<file path="config.mk">
export PLATFORM = sky130hd
export DESIGN_NAME = cwsp_top
export DESIGN_NICKNAME = d
export VERILOG_FILES = /design/src/cwsp_pkg.sv /design/src/cwsp_mem_if.sv /design/src/cwsp_cfg_mem.sv /design/src/cwsp_top.sv
export SDC_FILE = /design/constraint.sdc
export NUM_CORES = 1
export LEC_CHECK = 0
export BUFFER_PORTS_ARGS = -buffer_cell sky130_fd_sc_hd__buf_2
export CAP_MARGIN = 25
export CELL_PAD_IN_SITES_DETAIL_PLACEMENT = 1
export CELL_PAD_IN_SITES_GLOBAL_PLACEMENT = 1
export CORE_MARGIN = 1.5
export CORE_UTILIZATION = 40
export DETAILED_ROUTE_END_ITERATION = 6
export PLACE_DENSITY_LB_ADDON = 0.1
export SYNTH_ARGS = -nofsm -noshare
export SYNTH_HDL_FRONTEND = slang
export SYNTH_SLANG_ARGS = --single-unit
</file>
<file path="constraint.sdc">
create_clock -name i_mclk -period 3.1 [get_ports i_mclk]
set_clock_uncertainty 0.05 [all_clocks]
set_input_delay 0.155 -clock i_mclk [delete_from_list [all_inputs] [get_ports i_mclk]]
set_output_delay 0.155 -clock i_mclk [all_outputs]
set_load 0.01 [all_outputs]
</file>
<file path="src/cwsp_pkg.sv">
// constants and types for the configuration word self-programming sequencer
`default_nettype none
package cwsp_pkg;
	// register indices on the plain register port
	localparam logic [3:0]  IDX_PROG_CONTROL = 4'h0;
	localparam logic [3:0]  IDX_UNLOCK_KEY   = 4'h1;
	localparam logic [3:0]  IDX_TABLE_PAGE   = 4'h2;
	localparam logic [3:0]  IDX_TABLE_OFFSET = 4'h3;
	localparam logic [3:0]  IDX_TABLE_STORE  = 4'h4;
	localparam logic [3:0]  IDX_CFG_READBACK = 4'h5;
	localparam logic [3:0]  IDX_IRQ_STATUS   = 4'h6;
	localparam logic [3:0]  IDX_IRQ_MASK     = 4'h7;

	// program_control field positions
	localparam int          BIT_START        = 15;
	localparam int          BIT_PERMIT       = 14;
	localparam int          BIT_FAULT        = 13;
	localparam int          BIT_ERASE        = 6;
	localparam int          OP_MSB           = 3;
	// bit 7 of the page is bit 23 of the table address
	localparam int          BIT_CFG_SPACE    = 7;

	// interrupt status bits
	localparam int          IRQ_DONE         = 0;
	localparam int          IRQ_FAULT        = 1;
	localparam int          IRQ_BITS         = 2;

	localparam logic [15:0] RST_WORD         = 16'h0000;
	localparam logic [7:0]  KEY_FIRST        = 8'h0055;
	localparam logic [7:0]  KEY_SECOND       = 8'h00AA;
	localparam logic [3:0]  OP_CFG_WRITE     = 4'h0;
	localparam logic [15:0] CTRL_CFG_WRITE   = 16'h4000;

	// write duration of one configuration word
	localparam int          CLK_PERIOD_NS    = 50;
	localparam int          WRITE_TIME_NS    = 1000;
	localparam int          WRITE_CYCLES     = (WRITE_TIME_NS + CLK_PERIOD_NS - 1) / CLK_PERIOD_NS;
	localparam int          CNT_W            = 8;

	typedef enum logic [1:0] {CWSP_KEY_IDLE, CWSP_KEY_HALF, CWSP_KEY_OPEN} cwsp_key_t;
endpackage : cwsp_pkg
`default_nettype wire

</file>
<file path="src/cwsp_mem_if.sv">
// carrier between the sequencer and its configuration word store
`default_nettype none
interface cwsp_mem_if #(parameter int AW = 4, parameter int DW = 16);
	logic          wr_en;
	logic [AW-1:0] wr_addr;
	logic [DW-1:0] wr_data;
	logic [AW-1:0] rd_addr;
	logic [DW-1:0] rd_data;
	modport ctrl (output wr_en, output wr_addr, output wr_data, output rd_addr, input rd_data);
	modport mem  (input wr_en, input wr_addr, input wr_data, input rd_addr, output rd_data);
endinterface : cwsp_mem_if
`default_nettype wire

</file>
<file path="src/cwsp_cfg_mem.sv">
// configuration word store with registered read data
`default_nettype none
module cwsp_cfg_mem #(
	parameter int AW = 4,
	parameter int DW = 16
) (
	// clock and reset
	input  wire logic i_mclk,
	input  wire logic i_arst_n,
	// store port
	cwsp_mem_if.mem   m
);
	import cwsp_pkg::*;

	generate
		if (AW < 1 || AW > 15 || DW < 1)
			$error("cwsp_cfg_mem: AW must be 1 to 15 and DW positive");
	endgenerate

	logic [DW-1:0] word [2**AW];

	// words are overwritten directly, no erase step in between
	always_ff @(posedge i_mclk)
	begin
		if (m.wr_en)
			word[m.wr_addr] <= m.wr_data;
	end

	always_ff @(posedge i_mclk or negedge i_arst_n)
	begin
		if (!i_arst_n)
			m.rd_data <= '0;
		else
			m.rd_data <= word[m.rd_addr];
	end
endmodule : cwsp_cfg_mem
`default_nettype wire

</file>
<file path="src/cwsp_top.sv">
// configuration word self-programming sequencer with register port
`default_nettype none
// Functional notes
// - each config word is rewritten on its own, no erase before writing
// - only the low word is stored; upper eight bits do not exist
// - table address bit 23 must be set to reach configuration space
// - config write selected by loading program_control with 0x4000
// - key 0x55 then 0xAA, uninterrupted, before start can take effect
// - write begins when bit 15 of program_control is set after unlock
// - processor is stalled while the write runs, resumes when done
// - program_control fields: start 15, permit 14, fault 13, erase 6, op 3:0
// - program_control and unlock_key reset to zero on every reset
// - unimplemented bits of both registers read as zero
// - config writing optional; supported operation codes are implementation dependent
module cwsp_top #(
	parameter int       AW          = 4,
	parameter bit       HAS_CFG_WR  = 1'b1
) (
	// clock and reset
	input  wire logic        i_mclk,
	input  wire logic        i_arst_n,
	// register port
	input  wire logic [3:0]  i_addr,
	input  wire logic [15:0] i_wdata,
	input  wire logic        i_wr,
	input  wire logic        i_rd,
	output logic      [15:0] o_rdata,
	// system status and control
	input  wire logic        i_clk_is_frc,
	output logic             o_cpu_stall,
	output logic             o_irq
);
	import cwsp_pkg::*;

	localparam int WC_M1 = WRITE_CYCLES - 1;

	generate
		if (AW < 1 || AW > 15)
			$error("cwsp_top: AW must be 1 to 15");
		if (WRITE_CYCLES < 1 || WRITE_CYCLES >= 2**CNT_W)
			$error("cwsp_top: write count does not fit counter");
	endgenerate

	////////////////////////////////////////////////////////////////////////////
	// register state

	logic                 busy;
	logic                 permit;
	logic                 fault;
	logic                 erase_sel;
	logic [OP_MSB:0]      op_sel;
	cwsp_key_t            key_state;
	logic [7:0]           table_page;
	logic [15:0]          table_offset;
	logic [15:0]          latch_data;
	logic [7:0]           latch_page;
	logic [AW-1:0]        latch_index;
	logic [IRQ_BITS-1:0]  irq_status;
	logic [IRQ_BITS-1:0]  irq_mask;
	logic [CNT_W-1:0]     cnt;
	logic                 mem_wr;

	logic                 wr_ctrl;
	logic                 start_req;
	logic                 start_ok;
	logic                 start_bad;
	logic                 done_evt;
	logic [IRQ_BITS-1:0]  irq_evt;

	cwsp_mem_if #(.AW(AW), .DW(16)) mif ();

	cwsp_cfg_mem #(.AW(AW), .DW(16)) u_mem (
		.i_mclk   (i_mclk),
		.i_arst_n (i_arst_n),
		.m        (mif.mem)
	);

	assign wr_ctrl   = i_wr && (i_addr == IDX_PROG_CONTROL) && !busy;
	assign start_req = wr_ctrl && i_wdata[BIT_START];
	// the key must be open and permit given in this same write
	assign start_ok  = start_req && (key_state == CWSP_KEY_OPEN) && i_wdata[BIT_PERMIT];
	// unsupported op, wrong space or wrong clock aborts with the fault flag
	assign start_bad = start_ok && (!HAS_CFG_WR || i_wdata[OP_MSB:0] != OP_CFG_WRITE
		|| !latch_page[BIT_CFG_SPACE] || !i_clk_is_frc);
	assign done_evt  = busy && (cnt == CNT_W'(WC_M1));
	assign irq_evt   = {start_bad, done_evt};

	////////////////////////////////////////////////////////////////////////////
	// unlock key sequencer

	// any write other than the expected key breaks the sequence, except a repeated 0x55, which keeps the first half
	always_ff @(posedge i_mclk or negedge i_arst_n)
	begin
		if (!i_arst_n)
			key_state <= CWSP_KEY_IDLE;
		else if (i_wr)
		begin
			case (key_state)
				CWSP_KEY_IDLE:
					if (i_addr == IDX_UNLOCK_KEY && i_wdata[7:0] == KEY_FIRST)
						key_state <= CWSP_KEY_HALF;
				CWSP_KEY_HALF:
					if (i_addr == IDX_UNLOCK_KEY && i_wdata[7:0] == KEY_SECOND)
						key_state <= CWSP_KEY_OPEN;
					else if (i_addr == IDX_UNLOCK_KEY && i_wdata[7:0] == KEY_FIRST)
						key_state <= CWSP_KEY_HALF;
					else
						key_state <= CWSP_KEY_IDLE;
				CWSP_KEY_OPEN:
					key_state <= CWSP_KEY_IDLE;
				default:
					key_state <= CWSP_KEY_IDLE;
			endcase
		end
	end

	////////////////////////////////////////////////////////////////////////////
	// program_control

	always_ff @(posedge i_mclk or negedge i_arst_n)
	begin
		if (!i_arst_n)
		begin
			permit    <= 1'b0;
			erase_sel <= 1'b0;
			op_sel    <= '0;
		end
		else if (wr_ctrl)
		begin
			permit    <= i_wdata[BIT_PERMIT];
			erase_sel <= i_wdata[BIT_ERASE];
			op_sel    <= i_wdata[OP_MSB:0];
		end
	end

	// hardware set wins over a software clear in the same cycle
	always_ff @(posedge i_mclk or negedge i_arst_n)
	begin
		if (!i_arst_n)
			fault <= 1'b0;
		else if (start_bad)
			fault <= 1'b1;
		else if (wr_ctrl)
			fault <= i_wdata[BIT_FAULT];
	end

	////////////////////////////////////////////////////////////////////////////
	// table write latch

	always_ff @(posedge i_mclk or negedge i_arst_n)
	begin
		if (!i_arst_n)
		begin
			table_page   <= '0;
			table_offset <= '0;
		end
		else if (i_wr && i_addr == IDX_TABLE_PAGE)
			table_page <= i_wdata[7:0];
		else if (i_wr && i_addr == IDX_TABLE_OFFSET)
			table_offset <= i_wdata;
	end

	// a low-word store captures data and address; no high byte exists
	always_ff @(posedge i_mclk or negedge i_arst_n)
	begin
		if (!i_arst_n)
		begin
			latch_data  <= '0;
			latch_page  <= '0;
			latch_index <= '0;
		end
		else if (i_wr && i_addr == IDX_TABLE_STORE && !busy)
		begin
			latch_data  <= i_wdata;
			latch_page  <= table_page;
			latch_index <= table_offset[AW:1];
		end
	end

	////////////////////////////////////////////////////////////////////////////
	// write timer and store access

	always_ff @(posedge i_mclk or negedge i_arst_n)
	begin
		if (!i_arst_n)
		begin
			busy <= 1'b0;
			cnt  <= '0;
		end
		else if (start_ok && !start_bad)
		begin
			busy <= 1'b1;
			cnt  <= '0;
		end
		else if (done_evt)
			busy <= 1'b0;
		else if (busy)
			cnt <= cnt + 1'b1;
	end

	// no erase pass: the new word lands straight in the store
	assign mem_wr       = done_evt;
	assign mif.wr_en    = mem_wr;
	assign mif.wr_addr  = latch_index;
	assign mif.wr_data  = latch_data;
	assign mif.rd_addr  = table_offset[AW:1];
	assign o_cpu_stall  = busy;

	////////////////////////////////////////////////////////////////////////////
	// interrupt status and mask

	generate
		for (genvar b = 0; b < IRQ_BITS; b++)
		begin : g_irq
			always_ff @(posedge i_mclk or negedge i_arst_n)
			begin
				if (!i_arst_n)
					irq_status[b] <= 1'b0;
				else if (irq_evt[b])
					irq_status[b] <= 1'b1;
				else if (i_wr && i_addr == IDX_IRQ_STATUS && i_wdata[b])
					irq_status[b] <= 1'b0;
			end
		end
	endgenerate

	always_ff @(posedge i_mclk or negedge i_arst_n)
	begin
		if (!i_arst_n)
			irq_mask <= '0;
		else if (i_wr && i_addr == IDX_IRQ_MASK)
			irq_mask <= i_wdata[IRQ_BITS-1:0];
	end

	assign o_irq = |(irq_status & irq_mask);

	////////////////////////////////////////////////////////////////////////////
	// read data, one cycle after the strobe

	always_ff @(posedge i_mclk or negedge i_arst_n)
	begin
		if (!i_arst_n)
			o_rdata <= '0;
		else if (i_rd)
		begin
			case (i_addr)
				IDX_PROG_CONTROL:
					o_rdata <= {busy, permit, fault, 6'h00, erase_sel, 2'h0, op_sel};
				IDX_UNLOCK_KEY:
					o_rdata <= RST_WORD;
				IDX_TABLE_PAGE:
					o_rdata <= {8'h00, table_page};
				IDX_TABLE_OFFSET:
					o_rdata <= table_offset;
				IDX_TABLE_STORE:
					o_rdata <= latch_data;
				IDX_CFG_READBACK:
					o_rdata <= mif.rd_data;
				IDX_IRQ_STATUS:
					o_rdata <= {14'h0000, irq_status};
				IDX_IRQ_MASK:
					o_rdata <= {14'h0000, irq_mask};
				default:
					o_rdata <= RST_WORD;
			endcase
		end
		else
			o_rdata <= RST_WORD;
	end
endmodule : cwsp_top
`default_nettype wire

</file>
==> metrics.md <==
| Metric | Value |
|---|---|
| Class of the tightest hold or removal check | `primary input to flop` |
| Worst ir drop on vdd | `0.415 mV` |
| Worst relative slew slack | `38.1%` |
| Switching power as a share of total power | `25.0%` |
| Number of levels in the clock H-tree | `2` |
| Max-capacitance violation count | `0` |
| Filler-free cell count of the finished design | `1295` |
| Largest net degree at the start of global routing | `69` |
| Detailed-router iteration count before antenna repair | `4` |
| Post-synth top flop | `sky130_fd_sc_hd__edfxtp_1` |
| List of cells traversed by the critical path | `ha_1, or4b_4, nor4_4, buf_4, nand4b_1, nor3_2, buf_4` |
| Share of final-layout standard cells stronger than drive strength 1 | `33.5%` |
| Number of buffers inserted during clock tree synthesis | `39` |
| RSZ-0062 raised after global routing | `false` |
| Post-Route Hold Slack | `0.0441 ns` |
| Most used cell, CP | `sky130_fd_sc_hd__buf_4` |
| Total negative slack for setup checks | `0 ns` |
| Cell type of the slowest stage on the worst timing path | `sky130_fd_sc_hd__or4b_4` |
| Final setup margin | `0.474 ns` |
| Flop-to-flop setup slack | `0.47 ns` |
| Sequential standard cell area | `10200 um^2` |
| Async S/R FF share, synth | `27.9%` |
| Buffer depth of the longest clock path | `3` |
| Maximum clock frequency | `381 MHz` |
| DRT Wirelength | `34.6 mm` |
| Area grow syn2layout | `17.7%` |
| Number of antenna violations at the first check in global routing | `1` |
| Cells taking the most area after synthesis | `sky130_fd_sc_hd__edfxtp_1 56%, sky130_fd_sc_hd__dfrtp_1 18%, sky130_fd_sc_hd__mux4_2 10%` |
| Area share of the largest cell type after synthesis | `56.0%` |
| Crit path largest cell delay | `0.51 ns` |
| Max Transition Viols Final | `0` |
| Post-CTS Resized | `0` |
| Critical path arrival | `2.78 ns` |
| Last weighted congestion value of the routability-driven placer | `0.815` |
| Register-to-Register Path Depth | `7` |
| CTS clock-pin slew for the worst setup and hold paths | `0.06 ns` |
| Cell variety after synth | `49` |
| Number of global-route vias before repair | `7791` |
| DR DRC count | `0` |
| Final setup violation count | `0` |
| Via count | `7127` |
| Post-route antenna net violation count | `0` |
| Width of the chip | `188 um` |
| Largest fanout on the critical path | `16` |
| Worst Path Class, Setup | `flop to flop` |
| Mapped Avg Cell Area | `19.1 um^2` |
| Number of inserted filler cells in the final layout | `3179` |
| Number of ports placed on the die boundary | `43` |
| Post-Syn Area | `13700 um^2` |
| Clock network latency to the later pin of the worst-skew pair | `0.53 ns` |
| Reg power frac | `50.3%` |
| Switching Power | `2.99 mW` |
| Most instantiated cells after synthesis | `256 x sky130_fd_sc_hd__edfxtp_1, 99 x sky130_fd_sc_hd__dfrtp_1, 64 x sky130_fd_sc_hd__mux4_2, 57 x sky130_fd_sc_hd__a22oi_1, 53 x sky130_fd_sc_hd__mux2_2` |
| Total of warnings raised by yosys | `0` |
| Y dimension of the die | `188 um` |
| GRT met1 Usage | `27.8%` |
| Total global routing track utilization | `20.1%` |
| Global routing met2 resource utilization | `33.4%` |
| Power Density | `741 nW/um^2` |
| Placed wire-length estimate | `21.8 mm` |
| Cell type with the largest total area after synthesis | `sky130_fd_sc_hd__edfxtp_1` |
| Root Buffer Master | `sky130_fd_sc_hd__clkbuf_16` |
| Multi-input combinational cell area | `3450 um^2` |
| CP endpoint kind | `flop` |
| Data required, critical path | `3.25 ns` |
| Hold_sp | `i_addr[0]` |
| Port-buffer cells | `42` |
| Most heavily used metal layer in global routing | `met2` |
| Instance count of the mapped netlist | `718` |
| Power share of the clock group | `39.1%` |
| Most frequent cell after synthesis | `sky130_fd_sc_hd__edfxtp_1` |
| Net count after synthesis | `744` |
| #FFs+latches synth | `355` |
| Fraction of the yosys area taken by sequential cells | `74.0%` |
| Starting DRT DRC Count | `507` |
| Total number of nets in the final design | `842` |
| CTS sink cnt | `355` |
| Capture instance of the worst register-to-register path | `u_mem.word[1][7]` |
| Slew at the pin closest to its max-slew limit | `0.928 ns` |
| Logic gate share of total power | `10.6%` |
| Number of cells traversed by the worst hold path | `3` |
| Leakage power of the design | `5.74 nW` |
| Global-route wire length before repair | `51.9 mm` |
| Number of enable-type register cells in the synthesized netlist | `256` |
| Die ar. | `35500 um^2` |
| Crit path launch type | `flop` |
| Min Tclk post-route | `2.63 ns` |
| Core footprint | `33700 um^2` |
| CTS tree | `yes` |
| End of the worst hold path | `o_rdata[0]` |
| Period utilization | `84.7%` |
| Worst flop-to-flop path startpoint | `cnt[0]` |
| Via count normalized by instance count | `5.50` |
| Setup slack after placement | `0.458 ns` |
| Number of rows in the core area | `67` |
| Met3 Use GR | `2.96%` |
| Number of hold violations in the final report | `0` |
| Cell total after placement | `1205` |
| Final routed wire length divided by cell count | `26.7 um` |
| Internal power consumption | `8.98 mW` |
| Congestion Overflow GR | `0` |
| Initial core utilization | `40.8%` |
| Outcome | `finished clean` |
cells in the final DEF (no fill, tap or decap), types with 11 or more instances in the layout:
| master | instances |
|---|---|
| sky130_fd_sc_hd__edfxtp_1 | 256 |
| sky130_fd_sc_hd__dfrtp_1 | 97 |
| sky130_fd_sc_hd__mux4_2 | 64 |
| sky130_fd_sc_hd__a22oi_1 | 57 |
| sky130_fd_sc_hd__mux2_2 | 53 |
| sky130_fd_sc_hd__clkbuf_16 | 41 |
| sky130_fd_sc_hd__buf_2 | 41 |
| sky130_fd_sc_hd__nand2_1 | 36 |
| sky130_fd_sc_hd__buf_4 | 30 |
| sky130_fd_sc_hd__dlygate4sd3_1 | 18 |
| sky130_fd_sc_hd__nor2_1 | 17 |
| sky130_fd_sc_hd__a21oi_1 | 12 |
| sky130_fd_sc_hd__nor2_2 | 12 |
| sky130_fd_sc_hd__clkinv_2 | 11 |
area by class of cell:
type / count / share of cell area [%]
flip-flops and latches: 355 / 62.9
inverters: 3 / 0.0697
repair buffers: 92 / 4.15
clock inverters: 23 / 1.46
multi-input cells: 325 / 21.3
clock buffers: 48 / 6.57
well taps: 448 / 3.47
diodes: 1 / 0.0155
through the flow:
step	utilization [%]	total power [mW]	instance area, um^2
final	48.0	12.0	16200
after global placement	43.6	7.35	14700
after CTS	47.9	12.1	16200
after floorplan	-	6.68	13800
after global routing	47.9	12.4	16200
after detailed placement	43.6	7.41	14700
worst max-delay path: cells and delay by family (launching register included):
kind          cells  cell delay [ns]
buf+inv           2             0.51
simple gates      4             1.13
fa+ha+maj         1             0.21
flops             1             0.39
sequential cells by signal, summed over array words and instances (netlist names):
signal,cells
erase_sel,1
u_mem.m.rd_data,16
u_mem.word,256
table_offset,16
key_state,2
irq_mask,2
fault,1
o_cpu_stall,1
cnt,8
latch_page,1
table_page,8
op_sel,4
latch_data,16
o_rdata,16
irq_status,2
permit,1
latch_index,4
power by group through the flow:
stage	clock (mW)	combinational [mW]	sequential (mW)
floorplan	0	0.901	5.78
global placement	0	1.25	6.11
detailed placement	0	1.27	6.14
CTS	4.79	1.30	6.04
global route	4.96	1.36	6.09
finish	4.69	1.27	6.02
kinds of logic (layout without fill, tap and decap cells):
group / after synthesis / after routing / synth area share, %
xor+xnor: 6 / 6 / 0.383
flops: 355 / 355 / 74.0
mux: 118 / 118 / 14.9
simple gates: 114 / 114 / 4.73
compound gates: 86 / 86 / 4.63
fa+ha+maj: 1 / 1 / 0.0911
buf+inv: 38 / 166 / 1.25
other cells: 0 / 1 / 0
what timing repair did:
action                                 4_1_cts  5_1_grt
endpoints found under the hold margin      114        0
hold buffers                                18        0
buffers inserted                             0        0
worst max path at each step:
stage,start,to,cells past startpoint
floorplan,cnt[0],u_mem.word[8][0],5
CTS,cnt[0],u_mem.word[3][15],7
global placement,table_offset[1],u_mem.m.rd_data[2],4
global route,table_offset[1],u_mem.m.rd_data[2],4
finish,cnt[0],u_mem.word[1][7],7
detailed placement,cnt[0],u_mem.word[3][7],7
per-layer routing:
layer	vias up	routed length (um)
li1	3088	-
met1	3844	15300
met2	135	17200
met3	60	1250
met4	0	865
met5	-	0
Power figures use the tool's default switching activity.
